`config.mk`:
```
export PLATFORM = sky130hd
export DESIGN_NAME = ssx_exec
export DESIGN_NICKNAME = d
export VERILOG_FILES = /design/src/ssx_pkg.sv /design/src/ssx_alu.sv /design/src/ssx_exec.sv
export SDC_FILE = /design/constraint.sdc
export NUM_CORES = 1
export LEC_CHECK = 0
export ABC_AREA = 0
export BUFFER_PORTS_ARGS = -buffer_cell sky130_fd_sc_hd__buf_4
export CAP_MARGIN = 15
export CELL_PAD_IN_SITES_DETAIL_PLACEMENT = 1
export CELL_PAD_IN_SITES_GLOBAL_PLACEMENT = 1
export CORE_UTILIZATION = 38
export CTS_CLUSTER_DIAMETER = 40
export DETAILED_ROUTE_END_ITERATION = 16
export PLACE_DENSITY_LB_ADDON = 0.15
export SLEW_MARGIN = 5
export SYNTH_ARGS = -nofsm -noshare
export SYNTH_HDL_FRONTEND = slang
export SYNTH_HIERARCHICAL = 1
export SYNTH_SLANG_ARGS = --single-unit
```
`constraint.sdc`:
```
create_clock -name REF_CLK -period 1.2 [get_ports REF_CLK]
set_input_delay 0 -clock REF_CLK [delete_from_list [all_inputs] [get_ports REF_CLK]]
set_output_delay 0 -clock REF_CLK [all_outputs]
set_load 0.05 [all_outputs]
```
`src/ssx_pkg.sv`:
```
// Shared opcodes, flag layout and widths for the subtract, skip and set unit.
package ssx_pkg;

   // Operand width of the accumulator and of one data memory byte.
   localparam int unsigned DATA_W = 8;

   // Operation select codes driven by the sequencer on OP.
   localparam logic [2:0] OP_BORROW_SUB_MEM  = 3'h0; // Result to memory.
   localparam logic [2:0] OP_DEC_SKIP_ZERO   = 3'h1; // Result to memory.
   localparam logic [2:0] OP_DEC_TO_ACC_SKIP = 3'h2; // Result to accumulator.
   localparam logic [2:0] OP_INC_SKIP_ZERO   = 3'h3; // Result to memory.
   localparam logic [2:0] OP_SET_BYTE        = 3'h4; // Whole byte to ones.
   localparam logic [2:0] OP_SET_BIT         = 3'h5; // One selected bit.

   // Bit positions inside the six-bit status flag vector.
   localparam int unsigned FLG_W      = 6;
   localparam int unsigned FLG_RANGE  = 0; // arith_range_flag.
   localparam int unsigned FLG_ZERO   = 1; // Zero flag.
   localparam int unsigned FLG_HALF   = 2; // half_carry_flag.
   localparam int unsigned FLG_CARRY  = 3; // Carry, set when no borrow.
   localparam int unsigned FLG_SIGNED = 4; // signed_result_flag.
   localparam int unsigned FLG_CHAIN  = 5; // chained_zero_flag.

   // Reset values of the result and flag holding registers, and the all-ones byte for a byte set.
   localparam logic [7:0] DATA_RST  = 8'h00;
   localparam logic [5:0] FLAGS_RST = 6'h00;
   localparam logic [7:0] ALL_ONES  = 8'hff;

   // Cycles from take to done for plain and for skip operations.
   localparam int unsigned PLAIN_CYCLES = 1;
   localparam int unsigned SKIP_CYCLES  = 2;

   // Controller states.
   typedef enum logic [1:0] {
      ST_IDLE,
      ST_EXEC,
      ST_DUMMY
   } ssx_state_t;

   // True when the result of an operation is all zeros.
   function automatic logic is_zero(input logic [7:0] v);
      return (v == 8'h00);
   endfunction

   // True for the operations that may skip the following instruction.
   function automatic logic is_skip_op(input logic [2:0] op);
      return (op == OP_DEC_SKIP_ZERO) || (op == OP_DEC_TO_ACC_SKIP) ||
             (op == OP_INC_SKIP_ZERO);
   endfunction

endpackage

```
`src/ssx_alu.sv`:
```
// Combinational arithmetic for the subtract, skip and set operations.
`timescale 1ns/1ps

module ssx_alu
   import ssx_pkg::*;
(
   input  wire logic [2:0]       op,        // Operation select.
   input  wire logic [7:0]       acc_val,   // Accumulator operand.
   input  wire logic [7:0]       mem_val,   // Data memory operand.
   input  wire logic [2:0]       bit_sel,   // Bit index for bit set.
   input  wire logic [FLG_W-1:0] flags_in,  // Current status flags.
   output logic      [7:0]       result,    // Operation result byte.
   output logic      [FLG_W-1:0] flags_out, // Flags after the operation.
   output logic                  skip_hit   // Skip operation reached zero.
);

   logic [8:0] diff;  // Nine-bit difference; bit 8 is the borrow out.
   logic [4:0] ndiff; // Low nibble difference; bit 4 is the half borrow.
   logic       bin;   // Borrow in, the complement of carry.

   // Subtraction and the flag derivation run every cycle; only the
   // borrow-subtract selection lets the new flags out.
   always_comb begin
      bin       = ~flags_in[FLG_CARRY];
      diff      = {1'b0, acc_val} - {1'b0, mem_val} - {8'h00, bin};
      ndiff     = {1'b0, acc_val[3:0]} - {1'b0, mem_val[3:0]} - {4'h0, bin};
      result    = mem_val;
      flags_out = flags_in;
      skip_hit  = 1'b0;
      case (op)
         OP_BORROW_SUB_MEM: begin
            // Accumulator minus memory minus inverted carry.
            result                = diff[7:0];
            flags_out[FLG_CARRY]  = ~diff[8];
            flags_out[FLG_ZERO]   = is_zero(diff[7:0]);
            flags_out[FLG_HALF]   = ~ndiff[4];
            flags_out[FLG_RANGE]  = (acc_val[7] ^ mem_val[7]) &
                                    (diff[7] ^ acc_val[7]);
            // Sign of the true result, corrected for overflow.
            flags_out[FLG_SIGNED] = (acc_val[7] ^ mem_val[7]) &
                                    (diff[7] ^ acc_val[7]) ^ diff[7];
            // Chained zero keeps a multi-byte zero test going.
            flags_out[FLG_CHAIN]  = is_zero(diff[7:0]) &
                                    flags_in[FLG_CHAIN];
         end
         OP_DEC_SKIP_ZERO, OP_DEC_TO_ACC_SKIP: begin
            // Eight-bit wrap: zero minus one gives all ones.
            result   = mem_val - 8'h01;
            skip_hit = is_zero(result);
         end
         OP_INC_SKIP_ZERO: begin
            // All ones plus one wraps to zero and skips.
            result   = mem_val + 8'h01;
            skip_hit = is_zero(result);
         end
         OP_SET_BYTE: begin
            result = ALL_ONES;
         end
         OP_SET_BIT: begin
            // Other seven bits pass through untouched.
            result          = mem_val;
            result[bit_sel] = 1'b1;
         end
         default: begin
            result = mem_val;
         end
      endcase
   end

endmodule // ssx_alu

```
`src/ssx_exec.sv`:
```
// Execution controller for the subtract, skip and set operations.
`timescale 1ns/1ps

// Behaviours
module ssx_exec
   import ssx_pkg::*;
(
   input  wire logic             REF_CLK,   // Core clock, 25 MHz.
   input  wire logic             RSTN,      // Asynchronous reset, low.
   input  wire logic             START,     // Request, taken with READY.
   input  wire logic [2:0]       OP,        // Operation select.
   input  wire logic [7:0]       ACC_IN,    // Accumulator value.
   input  wire logic [7:0]       MEM_RDATA, // Addressed memory byte.
   input  wire logic [2:0]       BIT_SEL,   // Bit index for bit set.
   input  wire logic [FLG_W-1:0] FLAGS_IN,  // Current status flags.
   output logic                  READY,     // Unit can take a request.
   output logic                  DONE,      // Operation finished pulse.
   output logic      [7:0]       MEM_WDATA, // Byte for data memory.
   output logic                  MEM_WE,    // Memory write pulse.
   output logic      [7:0]       ACC_OUT,   // Byte for the accumulator.
   output logic                  ACC_WE,    // Accumulator write pulse.
   output logic      [FLG_W-1:0] FLAGS_OUT, // New status flags.
   output logic                  FLAGS_WE,  // Flag write pulse.
   output logic                  SKIP,      // Next instruction skipped.
   output logic                  DUMMY      // Dummy cycle in progress.
);

   // All state of the controller in one word.
   typedef struct packed {
      ssx_state_t       st;        // Controller state.
      logic             two_cyc;   // Current operation is a skip op.
      logic [7:0]       mem_wdata; // Held memory write data.
      logic             mem_we;    // Memory write strobe.
      logic [7:0]       acc;       // Held accumulator data.
      logic             acc_we;    // Accumulator write strobe.
      logic [FLG_W-1:0] flags;     // Held flag vector.
      logic             flags_we;  // Flag write strobe.
      logic             skip;      // Skip decision of last operation.
   } ssx_regs_t;

   ssx_regs_t        s_reg;     // Registered state.
   ssx_regs_t        s_next;    // Next state.
   logic [7:0]       alu_res;   // Result byte from the arithmetic unit.
   logic [FLG_W-1:0] alu_flags; // Flags from the arithmetic unit.
   logic             alu_skip;  // Skip condition from the arithmetic unit.
   logic             take;      // A request is accepted this cycle.

   // Arithmetic works straight on the presented operands.
   ssx_alu u_alu (
      .op        (OP),
      .acc_val   (ACC_IN),
      .mem_val   (MEM_RDATA),
      .bit_sel   (BIT_SEL),
      .flags_in  (FLAGS_IN),
      .result    (alu_res),
      .flags_out (alu_flags),
      .skip_hit  (alu_skip)
   );

   // A request is refused through both cycles of a skip op, so READY
   // never shows high for a request that would be dropped; plain
   // operations can still follow each other back to back.
   assign READY = (s_reg.st != ST_DUMMY) &&
                  !(s_reg.st == ST_EXEC && s_reg.two_cyc);
   assign take  = START & READY;

   // Next-state logic: results are captured at the take edge and the
   // write strobes last exactly the first cycle after it.
   always_comb begin
      s_next          = s_reg;
      s_next.mem_we   = 1'b0;
      s_next.acc_we   = 1'b0;
      s_next.flags_we = 1'b0;
      case (s_reg.st)
         ST_IDLE, ST_EXEC: begin
            if (take) begin
               s_next.st      = ST_EXEC;
               s_next.two_cyc = is_skip_op(OP);
               s_next.skip    = alu_skip;
               case (OP)
                  OP_BORROW_SUB_MEM: begin
                     // Accumulator is left alone here.
                     s_next.mem_wdata = alu_res;
                     s_next.mem_we    = 1'b1;
                     s_next.flags     = alu_flags;
                     s_next.flags_we  = 1'b1;
                  end
                  OP_DEC_TO_ACC_SKIP: begin
                     // Memory is left alone here.
                     s_next.acc    = alu_res;
                     s_next.acc_we = 1'b1;
                  end
                  OP_DEC_SKIP_ZERO, OP_INC_SKIP_ZERO,
                  OP_SET_BYTE, OP_SET_BIT: begin
                     // Memory only; flags are never strobed.
                     s_next.mem_wdata = alu_res;
                     s_next.mem_we    = 1'b1;
                  end
                  default: begin
                     // Unknown codes complete without any write.
                     s_next.skip = 1'b0;
                  end
               endcase
            end else if (s_reg.st == ST_EXEC && s_reg.two_cyc) begin
               // Second cycle of a skip op holds off the next request.
               s_next.st = ST_DUMMY;
            end else begin
               s_next.st = ST_IDLE;
            end
         end
         ST_DUMMY: begin
            s_next.st = ST_IDLE;
         end
         default: begin
            s_next.st = ST_IDLE;
         end
      endcase
      // READY is low in the first cycle of a skip op, so nothing is
      // taken there; the held results stand while the dummy follows.
      if (s_reg.st == ST_EXEC && s_reg.two_cyc) begin
         s_next.st       = ST_DUMMY;
         s_next.mem_we   = 1'b0;
         s_next.acc_we   = 1'b0;
         s_next.flags_we = 1'b0;
         s_next.two_cyc  = s_reg.two_cyc;
         s_next.skip     = s_reg.skip;
         s_next.mem_wdata = s_reg.mem_wdata;
         s_next.acc      = s_reg.acc;
         s_next.flags    = s_reg.flags;
      end
   end

   // State register; reset gives idle with no strobes.
   always_ff @(posedge REF_CLK or negedge RSTN) begin
      if (!RSTN) begin
         s_reg <= '{st: ST_IDLE, two_cyc: 1'b0, mem_wdata: DATA_RST,
                    mem_we: 1'b0, acc: DATA_RST, acc_we: 1'b0,
                    flags: FLAGS_RST, flags_we: 1'b0, skip: 1'b0};
      end else begin
         s_reg <= s_next;
      end
   end

   // Outputs come from the state register.
   assign MEM_WDATA = s_reg.mem_wdata;
   assign MEM_WE    = s_reg.mem_we;
   assign ACC_OUT   = s_reg.acc;
   assign ACC_WE    = s_reg.acc_we;
   assign FLAGS_OUT = s_reg.flags;
   assign FLAGS_WE  = s_reg.flags_we;
   assign SKIP      = s_reg.skip;
   assign DUMMY     = (s_reg.st == ST_DUMMY);
   // Done marks the last cycle of every operation.
   assign DONE = (s_reg.st == ST_EXEC && !s_reg.two_cyc) ||
                 (s_reg.st == ST_DUMMY);
endmodule // ssx_exec

```
==> results by group, run 1 <==
Layout
  • Ratio of cells with drive above 1 in the final layout: between 50% and 60%
  • N_diodes: 0
  • Count of non-filler cells in the finished layout: 560
  • Nets: 511
  • Filler Cells Inserted: 822
  • Register area: about 730 um^2
  • Syn-to-layout area delta: 61.8%
  • Multi-input gate area: ~2400 um^2
  • Most frequent cells in the layout: buf_4 (126), dfrtp_1 (29), inv_1 (25)
  • Most common cell after layout, fill and taps aside: buf_4

Worst hold path
  • Hold Path Origin: FLAGS_IN[2]
  • Hold EP: FLAGS_OUT[2]$_DFFE_PN0P_
  • Hold Path Depth: 4
  • Min-Delay Path Class: in2reg

Floorplanning
  • Initial cell density of the core: about two fifths
  • Ports: 60
  • Die area: 8110 um^2
  • Die X: around 90 um
  • # rows: 31
  • Die Y: 90.1 um
  • Core ar.: 7370 um^2

STA
  • # setup viols final: 25
  • Slew Viols, Final: 0
  • Final hold vios: 0
  • Layout Skew: roughly 0.0034 ns
  • Worst-Margin Slew: approximately 0.71 ns
  • Fmax: 0.477 GHz
  • Setup slack after layout: -0.896 ns
  • Final setup TNS: -16.42 ns
  • Slew margin rel.: 52.7%
  • Tmin final: between 2 and 2.5 ns
  • RSZ-0062 raised after global routing: yes
  • Fin Hold WS: 0.0794 ns
  • Fin crit share: 175%

Drt
  • Drc violations: 0
  • Drt first-iter violations: 140
  • WL/cell: 20.8 um
  • Routed WL: between 10 and 15 mm
  • ANT nets after route: 0
  • Via count: ~3.1k
  • DR pass1 iterations: 4
  • Number of vias per cell: approximately 5.5

Critical path
  • CP Launch Point: ACC_IN[0]
  • FF-to-FF Start: s_reg[28]$_DFF_PN0_
  • Setup CP Type: in2reg
  • Worst-path fanout max: 3
  • CP Launch Type: input pin
  • CP Buf/Inv Count: 5
  • Crit end category: register
  • RR Endpoint: MEM_WDATA[2]$_DFFE_PN0P_
  • Max incr delay on CP: 0.35 ns
  • Reg2reg path depth: 4
  • Crit-path cells: buf_6 > inv_4 > fa_2 > inv_2 > fa_2 > nand2b_4 > a2111oi_4 > buf_4 > buf_6 > o31ai_4 > xnor2_2 > o21ai_2 > mux2_4
  • FF-to-FF setup slack: -0.22 ns
  • Crit path depth: 13
  • Worst Path Arrival: roughly 2.3 ns
  • Largest delay share family, worst path: buffers and inverters
  • Slowest stage cell, crit path: fa_2
  • Worst Path Required: roughly 1.4 ns

Job
  • Max cap viols: 0

Global route
  • Tot GR Track Use: roughly 25%
  • First-pass GRT wire length: 16.0 mm
  • Vias in the first global route: just over 3k
  • Remaining global-route overflow: 0
  • Initial antenna violation count: 0
  • Largest net degree at the start of global routing: 30

Synth
  • Post-synthesis sequential element count: 29
  • Post-synth net total: approximately 380
  • Post-synth ARST share: 100%
  • Post-Syn Area: slightly below 3000 um^2
  • Sequential element share of the synthesized area: between 20 and 25%
  • Yosys warns: 6
  • Synth Area per Inst: ~9 um^2
  • Distinct cells, synth: ~70
  • EDFF count, synth: 0
  • Synth Instances: roughly 330
  • Main flop type after synthesis: dfrtp_1

Power
  • Internal: 3710 uW
  • Register share of total power: a little under a quarter
  • P_leak: 0.00222 uW
  • Sw Share: a little under half
  • Power Density: 1440 nW/um^2
  • Psw: ~3200 uW
  • Combinational Power Share: 64.4%
  • Clock power share: around an eighth
  • Worst VDD drop: ~0.53 mV
  • Total Power: about 7000 uW

Placement
  • Routability cong.: ~0.87
  • Post-DP HPWL: 7.26 mm
  • IO buf count: just under 60
  • DP Cell Count: ~530
  • Post-Place Worst Slack: -1.17 ns

Clocking
  • CTS tree: built
  • Root Driver: clkbuf_8
  • Clock transition at path regs: 0.06 ns
  • Worst-Skew Late Latency: ~0.28 ns
  • Clock buffer count from CTS: 5
  • CTS H-Tree Depth: 2
  • Sink Count: 29
  • Max Buffers Root-to-Sink: 2

Run status
  • Failing checks: negative setup slack
  • Outcome: finished, violations left
==> how the worst max path moves through the flow <==
stage | end | slack, ns
floorplan | FLAGS_OUT[0]$_DFFE_PN0P_ | -0.89
global placement | MEM_WDATA[7]$_DFFE_PN0P_ | -1.13
detailed placement | ACC_OUT[7]$_DFFE_PN0P_ | -1.17
CTS | FLAGS_OUT[5]$_DFFE_PN0P_ | -0.79
global route | FLAGS_OUT[3]$_DFFE_PN0P_ | -0.93
finish | FLAGS_OUT[3]$_DFFE_PN0P_ | -0.90
==> worst min-delay path: stages <==
cell     delay, ns
buf_4         0.08
nand2_1       0.04
o21ai_1       0.07
mux2_4        0.14
==> stage by stage <==
step	instance area (um^2)	utilization, %
4_1_cts	4410	59.9
2_1_floorplan	3040	-
3_5_place_dp	3920	53.2
6_report	4770	64.7
3_3_place_gp	3920	53.2
5_1_grt	4770	64.7
==> synthesized netlist by cell type (all sizes together) (2+ instances only) <==
| library cell | instances | area share [%] |
|---|---|---|
| a21oi | 17 | 2.9 |
| a21boi | 2 | 0.51 |
| nor4 | 3 | 1.4 |
| and2 | 2 | 0.42 |
| and3b | 2 | 0.59 |
| nor3b | 3 | 0.76 |
| a311oi | 2 | 0.59 |
| nand3 | 7 | 1.2 |
| o211a | 2 | 0.68 |
| a2111oi | 2 | 1.9 |
| mux2 | 25 | 11 |
| a211oi | 6 | 1.9 |
| and3 | 2 | 0.42 |
| xnor2 | 9 | 2.7 |
| xor2 | 8 | 2.4 |
| nand4 | 3 | 1.1 |
| fa | 2 | 1.4 |
| buf | 31 | 7.4 |
| nand2 | 20 | 2.5 |
| nor2b | 6 | 1.5 |
| inv | 32 | 4.1 |
| clkbuf | 5 | 0.64 |
| or3 | 4 | 0.85 |
| a21o | 4 | 1.0 |
| nor2 | 18 | 2.4 |
| a31oi | 5 | 1.1 |
| dfrtp | 29 | 25 |
| o211ai | 2 | 0.68 |
| ha | 18 | 7.6 |
| o21a | 2 | 0.55 |
| nand2b | 3 | 0.89 |
| nor3 | 15 | 2.9 |
| o21ai | 12 | 2.0 |
| or2 | 4 | 0.93 |
| nand3b | 4 | 1.0 |
| o31ai | 4 | 1.0 |
==> metal layers <==
layer | global-route usage (%) | up-vias | share of wire, %
li1 | - | 1408 | -
met3 | 2.54 | 45 | 3.3
met4 | 10.8 | 0 | 5.0
met5 | 0 | - | 0
met2 | 45.0 | 108 | 52
met1 | 29.8 | 1532 | 40
==> what timing repair did <==
action,in CTS,in global routing
resized for setup,75,48
endpoints found under the hold margin,29,0
hold buffers,1,0
endpoints found under the setup margin,26,27
setup buffers,8,18
pin swaps,31,24
==> layout make-up <==
| type | count | share of cell area, % |
|---|---|---|
| clock buffer | 7 | 2.02 |
| tap | 99 | 2.60 |
| multi-input combinational | 234 | 49.4 |
| sequential | 29 | 15.2 |
| timing repair buffer | 158 | 28.0 |
| inverter | 32 | 2.62 |
| clock inverter | 1 | 0.105 |
==> power by group through the flow <==
| stage | sequential (uW) | clock (uW) | combinational, uW |
|---|---|---|---|
| after floorplan | 1520 | 0 | 2930 |
| after global placement | 1540 | 0 | 3660 |
| after detailed placement | 1560 | 0 | 3750 |
| after CTS | 1550 | 912 | 4110 |
| after global routing | 1600 | 957 | 4600 |
| final | 1550 | 894 | 4430 |
==> kinds of logic (layout without fill, tap and decap cells) <==
kind of cell / count (synthesis) / in the layout / synth area share (%)
XOR/XNOR: 17 / 17 / 5.05
AND/OR/NAND/NOR: 99 / 99 / 19.8
multiplexers: 26 / 26 / 10.9
adder cells (fa/ha/maj): 20 / 20 / 9.00
AO/OA/AOI/OAI: 72 / 72 / 18.5
flip-flops: 29 / 29 / 24.6
buffers and inverters: 68 / 198 / 12.1
No activity file was read; power rests on OpenSTA's default activity.
==> run 2, diff against run 1 <==
CORE_UTILIZATION = 37   (was 38)
SYNTH_HIERARCHICAL = not set   (was 1)
==> run 2 against run 1 <==
Against the previous run:
- the flow still finishes with violations (negative setup slack)
- first-iteration DRC count grew 7.1%
- synthesized area shrank 11%
- sequential cell count is the same
- final cell count shrank 4.8%
- largest cell class unchanged
- clock skew grew 0.0039 ns
- combinational power shrank 9.3%
- wire length shrank 14%
- critical endpoint is now FLAGS_OUT[5]$_DFFE_PN0P_
- highest routed layer unchanged
==> results by group, run 2 <==
Run status
  • Outcome: finished, violations left
  • Failing checks: negative setup slack

Synth
  • Post-Syn Area: 2620 um^2 (-11%)
  • Area leader, netlist: dfrtp_1
  • Synth Instances: 308 (-6.9%)
  • Synth Area per Inst: 8.50 um^2 (-4.6%)
  • Synth cell count leaders: inv_1 (30), nand2_1 (30), dfrtp_1 (29), buf_4 (22), nor2_1 (18)
  • EDFF count, synth: 0 (unchanged)
  • Sequential element share of the synthesized area: 27.7% (+3.1 points)
  • Post-synth net total: 358 (-6.3%)
  • Post-synthesis sequential element count: 29 (unchanged)
  • Cells taking the most area after synthesis: dfrtp_1 (28%), ha_1 (8.1%), buf_4 (6.3%)
  • Post-synth ARST share: 100% (unchanged)
  • Yosys warns: 0 (-6)
  • Distinct cells, synth: 58 (-16%)
  • Main flop type after synthesis: dfrtp_1
  • Synth top area share: 27.7% (+3.1 points)

Global route
  • First-pass GRT wire length: 14.5 mm (-9.4%)
  • Remaining global-route overflow: 0 (unchanged)
  • Initial antenna violation count: 0 (unchanged)
  • Vias in the first global route: 2846 (-8.2%)
  • Tot GR Track Use: 25.9% (+1.0 points)
  • Largest net degree at the start of global routing: 30 (unchanged)

Critical path
  • Worst Path Required: 1.42 ns (+0.05 ns)
  • FF-to-FF setup slack: -0.74 ns (-0.52 ns)
  • Worst Path Arrival: 2.24 ns (-0.02 ns)
  • Reg2reg path depth: 7 (+3)
  • Crit end category: register
  • RR Endpoint: FLAGS_OUT[5]$_DFFE_PN0P_
  • Setup CP Type: in2reg
  • CP Launch Type: input pin
  • Worst-path fanout max: 3 (unchanged)
  • FF-to-FF Start: s_reg[28]$_DFF_PN0_

STA
  • RSZ-0062 raised after global routing: yes
  • Slew Viols, Final: 0 (unchanged)
  • Tmin final: 2.02 ns (-0.0791 ns)
  • Fin crit share: 168% (-6.6 points)
  • Setup slack after layout: -0.816 ns (+0.0791 ns)
  • Fmax: 0.496 GHz (+3.9%)
  • Worst-Margin Slew: 0.635 ns (-0.0705 ns)
  • Fin Hold WS: 0.123 ns (+0.0435 ns)
  • # setup viols final: 31 (+24%)
  • Layout Skew: 0.00730 ns (+0.00386 ns)
  • Final hold vios: 0 (unchanged)
  • Slew margin rel.: 57.1% (+4.4 points)

Clocking
  • Clock transition at path regs: 0.07 ns (about the same)
  • CTS H-Tree Depth: 2 (unchanged)
  • Root Driver: clkbuf_8
  • CTS tree: built
  • Max Buffers Root-to-Sink: 2 (unchanged)
  • Worst-Skew Late Latency: 0.28 ns (about the same)
  • Clock buffer count from CTS: 5 (unchanged)
  • Sink Count: 29 (unchanged)

Job
  • Max cap viols: 0 (unchanged)

Worst hold path
  • Min-Delay Path Class: in2reg
  • Hold EP: FLAGS_OUT[0]$_DFFE_PN0P_
  • Hold Path Origin: ACC_IN[7]
  • Hold Path Depth: 4 (unchanged)

Drt
  • Routed WL: 10.0 mm (-14%)
  • Via count: 2783 (-10%)
  • Drc violations: 0 (unchanged)
  • ANT nets after route: 0 (unchanged)
  • DR pass1 iterations: 4 (unchanged)
  • Drt first-iter violations: 150 (+7.1%)
  • Number of vias per cell: 5.22 (-5.5%)
  • WL/cell: 18.8 um (-9.7%)

Power
  • Worst VDD drop: 0.472 mV (-11%)
  • Total Power: 6400 uW (-6.9%)
  • P_leak: 0.00202 uW (-9.0%)
  • Power Density: 1490 nW/um^2 (+3.5%)

Layout
  • Most frequent cells in the layout: buf_4 (124), dfrtp_1 (29), nand2_1 (24)
  • N_diodes: 0 (unchanged)
  • Count of non-filler cells in the finished layout: 533 (-4.8%)
  • Post-layout instance area: 4290 um^2 (-10%)
  • Ratio of cells with drive above 1 in the final layout: 53.1% (-5.7 points)
  • Post-layout util: 62.7% (-2.0 points)
  • Syn-to-layout area delta: 63.8%
  • Most common cell after layout, fill and taps aside: buf_4
  • Nets: 486 (-4.9%)
  • Filler Cells Inserted: 793 (-3.5%)

Placement
  • Routability cong.: 0.868 (+0.21%)
  • DP Cell Count: 499 (-5.7%)
  • Placed Area: 3600 um^2 (-8.2%)
  • Post-DP HPWL: 6.76 mm (-6.8%)
  • IO buf count: 55 (-6.8%)

Floorplanning
  • Die area: 7410 um^2 (-8.6%)
  • Core ar.: 6830 um^2 (-7.3%)
  • Ports: 60 (unchanged)
  • Initial cell density of the core: 38.3% (-1.7 points)
  • Die Y: 86.1 um (-4.4%)
  • Die X: 86.1 um (-4.4%)
  • # rows: 30 (-3.2%)
==> run 2: metrics by stage <==
stage	TNS [ns]	setup slack, ns
4_1_cts	-14.05	-0.838
3_5_place_dp	-20.38	-1.14
5_1_grt	-18.18	-0.897
2_1_floorplan	-10.45	-0.832
6_report	-16.37	-0.816
3_3_place_gp	-18.99	-1.05
==> run 2: area by class of cell <==
class | instances | area, um^2 | share of cell area [%]
Clock buffer | 7 | 96.3 | 2.25
Multi-Input combinational cell | 213 | 1900 | 44.3
Sequential cell | 29 | 726 | 16.9
Inverter | 31 | 124 | 2.89
Tap cell | 96 | 120 | 2.80
Clock inverter | 1 | 5.00 | 0.117
Timing Repair Buffer | 156 | 1320 | 30.7
==> run 2: report_power, final <==
part	internal [uW]	switching (uW)
clock	518	397
sequential	1270	186
combinational	1660	2360
total	3450	2950
==> run 2: kinds of logic (layout without fill, tap and decap cells) <==
| logic type | Yosys count | in the layout | synth area share (%) |
|---|---|---|---|
| simple gates | 97 | 97 | 19.4 |
| mux | 6 | 6 | 2.58 |
| flops | 29 | 29 | 27.7 |
| buf+inv | 66 | 195 | 15.0 |
| fa+ha+maj | 19 | 19 | 9.66 |
| compound gates | 67 | 67 | 17.7 |
| xor+xnor | 24 | 24 | 8.03 |
==> run 2: per-layer routing <==
metal,up-vias,wire length [um],global-route usage (%)
li1,1292,-,-
met1,1388,3930,30.8
met2,79,5420,48.8
met3,24,328,2.31
met4,0,335,8.33
met5,-,0,0
==> run 2: how the worst max path moves through the flow <==
stage	startpoint	end	slack [ns]	cells after the start
6_report	ACC_IN[0]	FLAGS_OUT[5]$_DFFE_PN0P_	-0.82	11
5_1_grt	ACC_IN[0]	MEM_WDATA[6]$_DFFE_PN0P_	-0.90	12
4_1_cts	MEM_RDATA[0]	MEM_WDATA[7]$_DFFE_PN0P_	-0.84	10
3_5_place_dp	MEM_RDATA[0]	MEM_WDATA[7]$_DFFE_PN0P_	-1.14	10
3_3_place_gp	MEM_RDATA[0]	MEM_WDATA[7]$_DFFE_PN0P_	-1.05	10
2_1_floorplan	MEM_RDATA[0]	ACC_OUT[7]$_DFFE_PN0P_	-0.83	9
==> run 2: what timing repair did <==
| action | 4_1_cts | 5_1_grt |
|---|---|---|
| resized for setup | 69 | 27 |
| endpoints found under the hold margin | 30 | 0 |
| setup endpoints to repair | 28 | 30 |
| gates cloned | 2 | 0 |
| hold buffers | 2 | 0 |
| buffers inserted | 13 | 14 |
| pin swaps | 17 | 27 |
==> run 2: worst max-delay path, cell delays in order <==
cell and delay [ns]:
buf_8 0.07, inv_4 0.03, fa_2 0.60, inv_2 0.06
ha_4 0.16, o21ai_4 0.16, nand2_1 0.10, xnor2_1 0.19
or4_1 0.45, nor3_2 0.21, a32o_1 0.21
